===== src/hdl/flash_map_pkg.sv =====
// Package for the flash protect and memory map control block.
// Assumes a single clock domain and byte-wide registers placed in 32-bit AXI4-Lite words.
package flash_map_pkg;
  // ---------------------------------------------------------------
  // Register indices (byte address is four times the index)
  // ---------------------------------------------------------------
  localparam logic [11:0] IDX_PROTECT   = 12'h0fb7;  // Command on write, status on read.
  localparam logic [11:0] IDX_CTRL_ONE  = 12'h0fd0;
  localparam logic [11:0] IDX_COMMIT    = 12'h0fd1;  // Commit on write, shadow monitor on read.
  localparam logic [11:0] IDX_PORT_GATE = 12'h0fd3;
  localparam logic [11:0] IDX_SYS_THREE = 12'h0fe0;
  localparam logic [11:0] IDX_SYS_COMMIT= 12'h0fe1;
  localparam logic [11:0] IDX_MAP_STAT  = 12'h0fe2;
  // ---------------------------------------------------------------
  // Codes and fields
  // ---------------------------------------------------------------
  localparam logic [7:0] UNLOCK_FIRST   = 8'h6f;
  localparam logic [7:0] UNLOCK_SECOND  = 8'h75;
  localparam logic [7:0] COMMIT_FLASH   = 8'hd5;
  localparam logic [7:0] COMMIT_SYSTEM  = 8'hd4;
  localparam logic [2:0] CMD_ENABLE     = 3'b101;
  localparam logic [2:0] CMD_DISABLE    = 3'b010;
  localparam logic [1:0] AREA_DEFAULT   = 2'b00;
  localparam logic [1:0] AREA_MIRROR    = 2'b10;
  localparam int         UNLOCK_BIT     = 6;
  localparam int         UNDEF_BIT      = 5;
  localparam int         CMD_LSB        = 5;
  localparam int         BOOT_BIT       = 4;
  localparam int         AREA_LSB       = 2;
  localparam int         SERCLK_BIT     = 1;
  localparam int         GENERAL_BIT    = 0;
  localparam int         RAM_BIT        = 0;
  localparam logic [7:0] CTRL_ONE_RESET = 8'h40;
  localparam logic [1:0] AXI_OKAY       = 2'b00;
  localparam logic [1:0] AXI_SLVERR     = 2'b10;
endpackage


===== src/hdl/reg_bus_if.sv =====
// Byte-wide register access strobes passed from the bus slave to the register core.
// Assumes one access per cycle, single clock domain.
interface reg_bus_if;
  logic        wr;
  logic        rd;
  logic [11:0] idx;
  logic [7:0]  wdata;
  logic [7:0]  rdata;
  logic        hit;
  modport slave  (output wr, rd, idx, wdata, input rdata, hit);
  modport core   (input wr, rd, idx, wdata, output rdata, hit);
endinterface


===== src/hdl/axil_byte_slave.sv =====
// AXI4-Lite slave that turns word accesses into byte register strobes.
// Assumes registers sit in the low byte lane; writes need wstrb[0].
module axil_byte_slave
  import flash_map_pkg::*;
(
  input  wire logic        ref_clk,
  input  wire logic        rst,
  input  wire logic [15:0] awaddr,
  input  wire logic        awvalid,
  output logic             awready,
  input  wire logic [31:0] wdata,
  input  wire logic [3:0]  wstrb,
  input  wire logic        wvalid,
  output logic             wready,
  output logic [1:0]       bresp,
  output logic             bvalid,
  input  wire logic        bready,
  input  wire logic [15:0] araddr,
  input  wire logic        arvalid,
  output logic             arready,
  output logic [31:0]      rdata,
  output logic [1:0]       rresp,
  output logic             rvalid,
  input  wire logic        rready,
  reg_bus_if.slave         rb
);
  logic        aw_held_reg;
  logic        w_held_reg;
  logic [11:0] waddr_reg;
  logic [7:0]  wbyte_reg;
  logic        wlane_reg;
  wire         wr_go = aw_held_reg && w_held_reg && !bvalid;
  wire         rd_go = arvalid && !rvalid && !wr_go;

  // Address and data are taken independently; the write fires once both are held.
  assign awready  = !aw_held_reg;
  assign wready   = !w_held_reg;
  assign arready  = rd_go;
  assign rb.wr    = wr_go && wlane_reg;
  assign rb.rd    = rd_go;
  assign rb.idx   = wr_go ? waddr_reg : araddr[13:2];
  assign rb.wdata = wbyte_reg;

  // --------------------------------------------------------------
  // Channel state
  // --------------------------------------------------------------
  // Writes win a same-cycle tie so that the read sees written state next time.
  always_ff @(posedge ref_clk)
  begin
    if (rst)
    begin
      aw_held_reg <= 1'b0;
      w_held_reg  <= 1'b0;
      waddr_reg   <= '0;
      wbyte_reg   <= '0;
      wlane_reg   <= 1'b0;
      bvalid      <= 1'b0;
      bresp       <= AXI_OKAY;
      rvalid      <= 1'b0;
      rdata       <= '0;
      rresp       <= AXI_OKAY;
    end
    else
    begin
      if (awvalid && !aw_held_reg)
      begin
        aw_held_reg <= 1'b1;
        waddr_reg   <= awaddr[13:2];
      end
      if (wvalid && !w_held_reg)
      begin
        w_held_reg <= 1'b1;
        wbyte_reg  <= wdata[7:0];
        wlane_reg  <= wstrb[0];
      end
      if (wr_go)
      begin
        aw_held_reg <= 1'b0;
        w_held_reg  <= 1'b0;
        bvalid      <= 1'b1;
        bresp       <= rb.hit ? AXI_OKAY : AXI_SLVERR;
      end
      else if (bvalid && bready)
        bvalid <= 1'b0;
      if (rd_go)
      begin
        rvalid <= 1'b1;
        rdata  <= {24'h00_0000, rb.rdata};
        rresp  <= rb.hit ? AXI_OKAY : AXI_SLVERR;
      end
      else if (rvalid && rready)
        rvalid <= 1'b0;
    end
  end
endmodule // axil_byte_slave


===== src/hdl/flash_protect_and_map_ctrl.sv =====
// Flash protect-cancel, port input gating, command enable and memory map control.
// Assumes the CPU reports its fetch region and serial programming mode as synchronous levels.
// Behaviour
// - Writes 0x6F then 0x75 to the protect command register enter protect cancel mode.
// - Any other value written to the protect command register returns to normal mode.
// - Status bit 6 reads 1 in protect cancel mode, else 0; read-only.
// - Status bit 5 reads undefined; other unused status bits read zero.
// - In serial mode the serial-clock gate bit enables that pin input alone.
// - In serial mode the general gate bit enables all other port inputs.
// - In CPU mode the gating register ignores writes, reads zero, inputs enabled.
// - Command field 101 plus commit 0xD5 enables flash commands and toggle.
// - Command field 010 plus commit disables flash commands and toggle.
// - While disabled, flash command writes, and toggle reads with no sequence busy, do not reach the array.
// - Reset sets the command field to 010, commands disabled.
// - Disabling rejects later commands but keeps a sequence already running.
// - Area field 10 with commit mirrors code 0x8000-0xFFFF into data space.
// - Area field 00 with commit restores default flash mapping.
// - Memory transfer flash accesses act on data-space addresses only.
// - In CPU mode RAM bit plus 0xD4 commit maps RAM into code space.
// - In serial mode RAM is always mapped into code space.
// - In CPU mode boot bit plus commit maps boot ROM over 0x1000-0x17FF.
// - In CPU mode clearing boot bit plus 0xD5 commit hides boot ROM.
// - In serial mode boot ROM maps data 0x1000-0x17FF, code to 0x1FFF; bit reads 1.
// - Flash control values only take effect in the shadow on commit 0xD5.
// - A monitor register shows the shadow; its enable flag is 1 only for 101.
// - Protect cancel mode also ends on reset or a fetch from flash.
// - Protect command writes count only when code is running from RAM.
//
// Design decision made here: the AXI4-Lite interface to the registers.
module flash_protect_and_map_ctrl
  import flash_map_pkg::*;
(
  input  wire logic        ref_clk,
  input  wire logic        rst,
  input  wire logic [15:0] awaddr,
  input  wire logic        awvalid,
  output logic             awready,
  input  wire logic [31:0] wdata,
  input  wire logic [3:0]  wstrb,
  input  wire logic        wvalid,
  output logic             wready,
  output logic [1:0]       bresp,
  output logic             bvalid,
  input  wire logic        bready,
  input  wire logic [15:0] araddr,
  input  wire logic        arvalid,
  output logic             arready,
  output logic [31:0]      rdata,
  output logic [1:0]       rresp,
  output logic             rvalid,
  input  wire logic        rready,
  input  wire logic        serial_mode,
  input  wire logic        fetch_in_ram,
  input  wire logic        fetch_in_flash,
  input  wire logic        undef_bit_src,
  input  wire logic        flash_wr_req,
  input  wire logic        flash_toggle_req,
  input  wire logic        data_space_req,
  input  wire logic        flash_seq_busy,
  output logic             flash_wr_pass,
  output logic             flash_toggle_pass,
  output logic             unlock_active,
  output logic             serclk_input_en,
  output logic             general_input_en,
  output logic             cmd_enabled,
  output logic             data_mirror_en,
  output logic             ram_in_code,
  output logic             boot_in_data,
  output logic             boot_in_code_wide
);
  import flash_map_pkg::*;

  reg_bus_if rb ();

  // --------------------------------------------------------------
  // Bus slave
  // --------------------------------------------------------------
  axil_byte_slave u_slave (
    .ref_clk (ref_clk),
    .rst     (rst),
    .awaddr  (awaddr),
    .awvalid (awvalid),
    .awready (awready),
    .wdata   (wdata),
    .wstrb   (wstrb),
    .wvalid  (wvalid),
    .wready  (wready),
    .bresp   (bresp),
    .bvalid  (bvalid),
    .bready  (bready),
    .araddr  (araddr),
    .arvalid (arvalid),
    .arready (arready),
    .rdata   (rdata),
    .rresp   (rresp),
    .rvalid  (rvalid),
    .rready  (rready),
    .rb      (rb)
  );

  logic       first_seen_reg;
  logic       unlock_reg;
  logic [7:0] ctrl_one_reg;
  logic [7:0] shadow_reg;
  logic [1:0] port_gate_reg;
  logic       ram_bit_reg;
  logic       ram_map_reg;

  // --------------------------------------------------------------
  // Register decode
  // --------------------------------------------------------------
  wire wr_protect = rb.wr && rb.idx == IDX_PROTECT && fetch_in_ram;
  wire wr_ctrl    = rb.wr && rb.idx == IDX_CTRL_ONE;
  wire wr_commit  = rb.wr && rb.idx == IDX_COMMIT && rb.wdata == COMMIT_FLASH;
  wire wr_gate    = rb.wr && rb.idx == IDX_PORT_GATE && serial_mode;
  wire wr_sys3    = rb.wr && rb.idx == IDX_SYS_THREE;
  wire wr_sys_cmt = rb.wr && rb.idx == IDX_SYS_COMMIT && rb.wdata == COMMIT_SYSTEM;

  wire [2:0] shadow_cmd  = shadow_reg[CMD_LSB+2:CMD_LSB];
  wire [1:0] shadow_area = shadow_reg[AREA_LSB+1:AREA_LSB];
  wire       cmd_on      = shadow_cmd == CMD_ENABLE;
  // Serial mode forces the boot bit to read 1 and the mapped state to show.
  wire       boot_eff    = serial_mode | shadow_reg[BOOT_BIT];

  // Status: bit 6 mode, bit 5 loose, rest zero.
  wire [7:0] status_rd;
  assign status_rd = {1'b0, unlock_reg, undef_bit_src, 5'b0_0000};
  wire [7:0] ctrl_rd;
  assign ctrl_rd = {ctrl_one_reg[7:5], ctrl_one_reg[BOOT_BIT] | serial_mode,
                    ctrl_one_reg[3:0]};
  wire [7:0] monitor_rd;
  assign monitor_rd = {2'b00, cmd_on, boot_eff, shadow_area, 2'b00};
  wire [7:0] gate_rd;
  assign gate_rd = serial_mode ? {6'b00_0000, port_gate_reg} : 8'h00;

  // Read multiplexer; unmapped indices answer with an error.
  assign rb.hit = rb.idx == IDX_PROTECT || rb.idx == IDX_CTRL_ONE ||
                  rb.idx == IDX_COMMIT || rb.idx == IDX_PORT_GATE ||
                  rb.idx == IDX_SYS_THREE || rb.idx == IDX_SYS_COMMIT ||
                  rb.idx == IDX_MAP_STAT;
  assign rb.rdata = rb.idx == IDX_PROTECT   ? status_rd :
                    rb.idx == IDX_CTRL_ONE  ? ctrl_rd :
                    rb.idx == IDX_COMMIT    ? monitor_rd :
                    rb.idx == IDX_PORT_GATE ? gate_rd :
                    rb.idx == IDX_SYS_THREE ? {7'h00, ram_bit_reg} :
                    rb.idx == IDX_MAP_STAT  ? {7'h00, ram_map_reg} : 8'h00;

  // --------------------------------------------------------------
  // Protect cancel detector
  // --------------------------------------------------------------
  // A flash fetch ends the mode at once so flash code never runs unlocked.
  always_ff @(posedge ref_clk)
  begin
    if (rst)
    begin
      first_seen_reg <= 1'b0;
      unlock_reg     <= 1'b0;
    end
    else if (fetch_in_flash)
    begin
      first_seen_reg <= 1'b0;
      unlock_reg     <= 1'b0;
    end
    else if (wr_protect)
    begin
      first_seen_reg <= rb.wdata == UNLOCK_FIRST;
      unlock_reg     <= first_seen_reg && rb.wdata == UNLOCK_SECOND;
    end
  end

  // --------------------------------------------------------------
  // Flash control and shadow
  // --------------------------------------------------------------
  // Writes land in the holding register; only the commit copies them live.
  always_ff @(posedge ref_clk)
  begin
    if (rst)
    begin
      ctrl_one_reg <= CTRL_ONE_RESET;
      shadow_reg   <= CTRL_ONE_RESET;
    end
    else
    begin
      if (wr_ctrl)
        ctrl_one_reg <= rb.wdata;
      if (wr_commit)
        shadow_reg <= ctrl_one_reg;
    end
  end

  // --------------------------------------------------------------
  // Port gating and RAM map
  // --------------------------------------------------------------
  always_ff @(posedge ref_clk)
  begin
    if (rst)
    begin
      port_gate_reg <= 2'b00;
      ram_bit_reg   <= 1'b0;
      ram_map_reg   <= 1'b0;
    end
    else
    begin
      if (wr_gate)
        port_gate_reg <= rb.wdata[1:0];
      if (wr_sys3)
        ram_bit_reg <= rb.wdata[RAM_BIT];
      if (wr_sys_cmt)
        ram_map_reg <= ram_bit_reg;
    end
  end

  // --------------------------------------------------------------
  // Registered outputs
  // --------------------------------------------------------------
  // Command gating uses the live shadow; a sequence already running keeps its toggle
  // pass (the write pass still needs the enable) so disabling never cuts a started sequence short.
  always_ff @(posedge ref_clk)
  begin
    if (rst)
    begin
      flash_wr_pass     <= 1'b0;
      flash_toggle_pass <= 1'b0;
      unlock_active     <= 1'b0;
      serclk_input_en   <= 1'b1;
      general_input_en  <= 1'b1;
      cmd_enabled       <= 1'b0;
      data_mirror_en    <= 1'b0;
      ram_in_code       <= 1'b0;
      boot_in_data      <= 1'b0;
      boot_in_code_wide <= 1'b0;
    end
    else
    begin
      flash_wr_pass     <= flash_wr_req && data_space_req && cmd_on;
      flash_toggle_pass <= flash_toggle_req && data_space_req &&
                           (cmd_on || flash_seq_busy);
      unlock_active     <= unlock_reg;
      serclk_input_en   <= !serial_mode || port_gate_reg[SERCLK_BIT];
      general_input_en  <= !serial_mode || port_gate_reg[GENERAL_BIT];
      cmd_enabled       <= cmd_on;
      data_mirror_en    <= shadow_area == AREA_MIRROR;
      ram_in_code       <= serial_mode || ram_map_reg;
      boot_in_data      <= boot_eff;
      boot_in_code_wide <= serial_mode;
    end
  end
endmodule // flash_protect_and_map_ctrl


===== config.mk =====
export PLATFORM = sky130hd
export DESIGN_NAME = flash_protect_and_map_ctrl
export DESIGN_NICKNAME = d
export VERILOG_FILES = /design/src/hdl/flash_map_pkg.sv /design/src/hdl/reg_bus_if.sv /design/src/hdl/axil_byte_slave.sv /design/src/hdl/flash_protect_and_map_ctrl.sv
export SDC_FILE = /design/constraint.sdc
export NUM_CORES = 1
export LEC_CHECK = 0
export BUFFER_PORTS_ARGS = -buffer_cell sky130_fd_sc_hd__buf_4
export CAP_MARGIN = 20
export CORE_AREA = 2 2 84 86
export CTS_CLUSTER_DIAMETER = 50
export CTS_CLUSTER_SIZE = 14
export DETAILED_ROUTE_END_ITERATION = 16
export DIE_AREA = 0 0 86 88
export PLACE_DENSITY = 0.74
export SYNTH_ARGS = -nofsm -noshare
export SYNTH_HDL_FRONTEND = slang
export SYNTH_SLANG_ARGS = --single-unit

===== constraint.sdc =====
create_clock -name ref_clk -period 2.2 [get_ports ref_clk]
set_clock_uncertainty 0.15 [all_clocks]
set_input_delay 0.22 -clock ref_clk [delete_from_list [all_inputs] [get_ports ref_clk]]
set_output_delay 0.22 -clock ref_clk [all_outputs]
set_load 0.01 [all_outputs]

==> out/results.md <==
| Result | This run | Unit |
|:---|:---|:---|
| Pwr/cell area | 617 | nW/µm² |
| Routed wire length | 7550 | µm |
| Leading cell types by total area after synthesis | dfxtp_1, nand2_1, buf_4, mux2i_1, nor2_1 | - |
| Top FF cell, synth | dfxtp_1 | - |
| Fraction of synthesized cell area in xor and xnor cells | 0 | - |
| Number of flip-flops under the largest register name | 12 | - |
| Effective utilization at floorplan | 0.458 | - |
| Arrival time of data at the critical path endpoint | 2.18 | ns |
| Asr flop ratio synth | 0 | - |
| 1st-pass router iterations | 4 | - |
| Required time of the critical path | 2.27 | ns |
| Maximum number of pins on one net before global-route repair | 44 | - |
| Number of instances in the synthesized netlist | 353 | - |
| Leakage power | 1.71 | nW |
| Die Outline Area | 7570 | µm² |
| Critical Path End | u_slave.rresp[1] | - |
| Worst-case register-to-register setup slack | 0.09 | ns |
| Total clock buffers created by CTS | 9 | - |
| Classification of the worst setup path | flop to flop | - |
| R2r endpoint | u_slave.rresp[1] | - |
| Kind of start point of the critical path | flop | - |
| Maximum clock frequency | 474 | MHz |
| Antenna violation net count after detailed routing | 0 | - |
| Area of the mapped netlist | 3040 | µm² |
| Area share of the leading cell type in the synthesized netlist | 0.428 | - |
| Count of pins on the block boundary | 134 | - |
| Number of placement rows | 30 | - |
| Netlist cell types | 55 | - |
| Nets | 546 | - |
| Via total after detailed routing | 2793 | - |
| Post-placement setup slack | 0.105 | ns |
| Share of synthesized area spent on multiplexers | 0.0629 | - |
| Leading cell types in the layout, fill and taps excluded | buf_4, dfxtp_1, nand2_1, nor2_1, dlygate4sd3_1 | - |
| EDFF count, synth | 0 | - |
| Post-detailed-route DRC marker count | 0 | - |
| Total number of clock tree sinks | 65 | - |
| Routability Congestion | 0.841 | - |
| Adder-Cell Fraction of Synth Area | 0 | - |
| Quantity of I/O buffers inserted on ports | 72 | - |
| Die W | 86 | µm |
| Clock tree from TritonCTS | done | - |
| Tightest Pin Transition | 0.760 | ns |
| Crit-path max FO | 6 | - |
| Number of max-cap violations | 0 | - |
| Element type at the critical path end | flop | - |
| Count of inserted antenna diode cells | 0 | - |
| Worst-skew pair later-pin latency | 0.34 | ns |
| Final setup margin | 0.0892 | ns |
| Y dimension of the die | 88 | µm |
| Number of design-rule violations left by the first detailed-router iteration | 122 | - |
| R2R Path Start | u_slave.waddr_reg[11] | - |
| Final global-route overflow total | 0 | - |
| CTS clock-pin slew for the worst setup and hold paths | 0.07 | ns |
| Detailed placement HPWL | 5370 | µm |
| Max-slew headroom at the worst pin | 0.492 | - |
| Proportion of layout cells with a drive suffix above 1 | 0.246 | - |
| Area fraction in compound gates after synthesis | 0.116 | - |
| Area overhead of the layout relative to synthesis | 34.7 | % |
| Fill cells | 582 | - |
| Tightest Hold Check Type | primary input to flop | - |
| Critical path startpoint | u_slave.waddr_reg[11] | - |
| YS warnings | 0 | - |
| Cell type with the largest total area after synthesis | dfxtp_1 | - |
| Post-layout total power | 2.53 | mW |
| Total of endpoints with negative setup slack in the final report | 0 | - |
| Period utilisation layout | 0.959 | - |
| Logic depth of the worst register-to-register path | 6 | - |
| Number of global-route vias before repair | 2640 | - |
| Global-route total usage across every layer | 0.209 | - |
| CTS H-Tree Depth | 3 | - |
| DR vias/cell | 5.10 | - |
| Final hold vios | 0 | - |
| Wire length of the first global-routing pass | 12400 | µm |
| Fraction of the mapped netlist area in simple logic gates | 0.303 | - |
| Number of buffers on the longest clock path | 2 | - |
| Sequential area share after synthesis | 0.428 | - |
| Largest family of logic cells by synthesized area | simple AND/OR/NAND/NOR gates | - |
| Clock period minus final worst setup slack | 2.11 | ns |
| Max Transition Viols Final | 0 | - |
| Outcome | completed | - |
| Root Buffer | clkbuf_8 | - |
| Worst vdd rail ir drop | 0.479 | mV |
| Syn avg cell area | 8.62 | µm² |
| Routed wirelength normalized by instance count | 13.8 | µm |
| Leading cell type in the layout, fill and taps excluded | buf_4 | - |
| Area of the core | 6640 | µm² |
| Number of synthesized register bits | 65 | - |
| Initial antenna violation count | 0 | - |
## repair_timing
item | 4_1_cts | 5_1_grt
setup endpoints to repair | 0 | 10
hold endpoints to repair | 29 | 0
resized for setup | 0 | 2
setup buffers | 0 | 3
hold buffers | 29 | 0
## layer usage
layer  part of all wire  global-route usage  wire length (µm)  vias to the layer above
met5                  0                   0                 0                        -
met4              0.014              0.0707               104                        0
met3              0.055              0.0594               417                       13
met2               0.48               0.326              3600                       87
met1               0.45               0.278              3430                     1287
li1                   -                   -                 -                     1406
## Yosys cell counts, types with 2 or more instances
| master | number |
|---|---|
| a211o_1 | 2 |
| a21boi_0 | 2 |
| a21oi_1 | 26 |
| a22oi_1 | 3 |
| a32oi_1 | 3 |
| and2_1 | 4 |
| and3_1 | 2 |
| and3b_1 | 2 |
| and4_1 | 2 |
| and4b_1 | 2 |
| buf_1 | 2 |
| buf_4 | 28 |
| clkbuf_1 | 7 |
| dfxtp_1 | 65 |
| inv_1 | 4 |
| mux2i_1 | 18 |
| nand2_1 | 59 |
| nand2b_1 | 5 |
| nand3_1 | 8 |
| nand4_1 | 7 |
| nand4b_1 | 3 |
| nand4bb_1 | 2 |
| nor2_1 | 39 |
| nor2b_1 | 8 |
| nor3_1 | 10 |
| nor3_2 | 2 |
| nor3b_1 | 4 |
| nor4_1 | 2 |
| o21ai_0 | 4 |
| or2_2 | 2 |
| or4_1 | 2 |
## cells by family (layout without fill, tap and decap cells)
group                  Yosys count  in the layout
multiplexers                    19             19
AND/OR/NAND/NOR                173            173
AO/OA/AOI/OAI                   53             53
other                            1             26
flip-flops                      65             65
buffers and inverters           42            132
## worst min path at each step
stage	slack (ns)	cells past startpoint	to	startpoint
4_1_cts	0.02	3	u_slave.w_held_reg	wvalid
3_3_place_gp	0.25	2	first_seen_reg	fetch_in_flash
5_1_grt	0.02	2	cmd_enabled	rst
6_report	0.03	3	u_slave.w_held_reg	wvalid
3_5_place_dp	0.25	2	unlock_reg	fetch_in_flash
2_1_floorplan	0.15	1	first_seen_reg	fetch_in_flash
## final cells by class
class,count,area [µm²],share of cell area
clock buffers,13,169,0.0412
flip-flops and latches,65,1300,0.318
repair buffers,112,913,0.223
inverters,4,15.0,0.00366
clock inverters,3,23.8,0.00580
well taps,80,100,0.0244
multi-input cells,271,1580,0.384
## metrics by stage
step	setup TNS (ns)	hold slack [ns]	utilization	cell area (µm²)	cells
2_1_floorplan	0	0.149	-	3140	378
3_3_place_gp	0	0.254	0.539	3580	500
3_5_place_dp	0	0.253	0.539	3580	500
4_1_cts	0	0.0165	0.612	4060	545
5_1_grt	-0.00857	0.0238	0.617	4100	548
6_report	0	0.0254	0.617	4100	548
## power breakdown
group / switching, mW / internal (mW) / total (mW)
logic: 0.160 / 0.157 / 0.318
clock network: 0.456 / 0.504 / 0.960
registers: 0.0375 / 1.21 / 1.25
## worst max-delay path, cell delays in order (launching register included)
cell	delay [ns]
dfxtp_1	0.34
nand4_2	0.25
or2_2	0.36
o32ai_2	0.28
a2bb2o_1	0.33
a32oi_1	0.20
nor2_1	0.06
No activity file was read; power rests on OpenSTA's default activity.
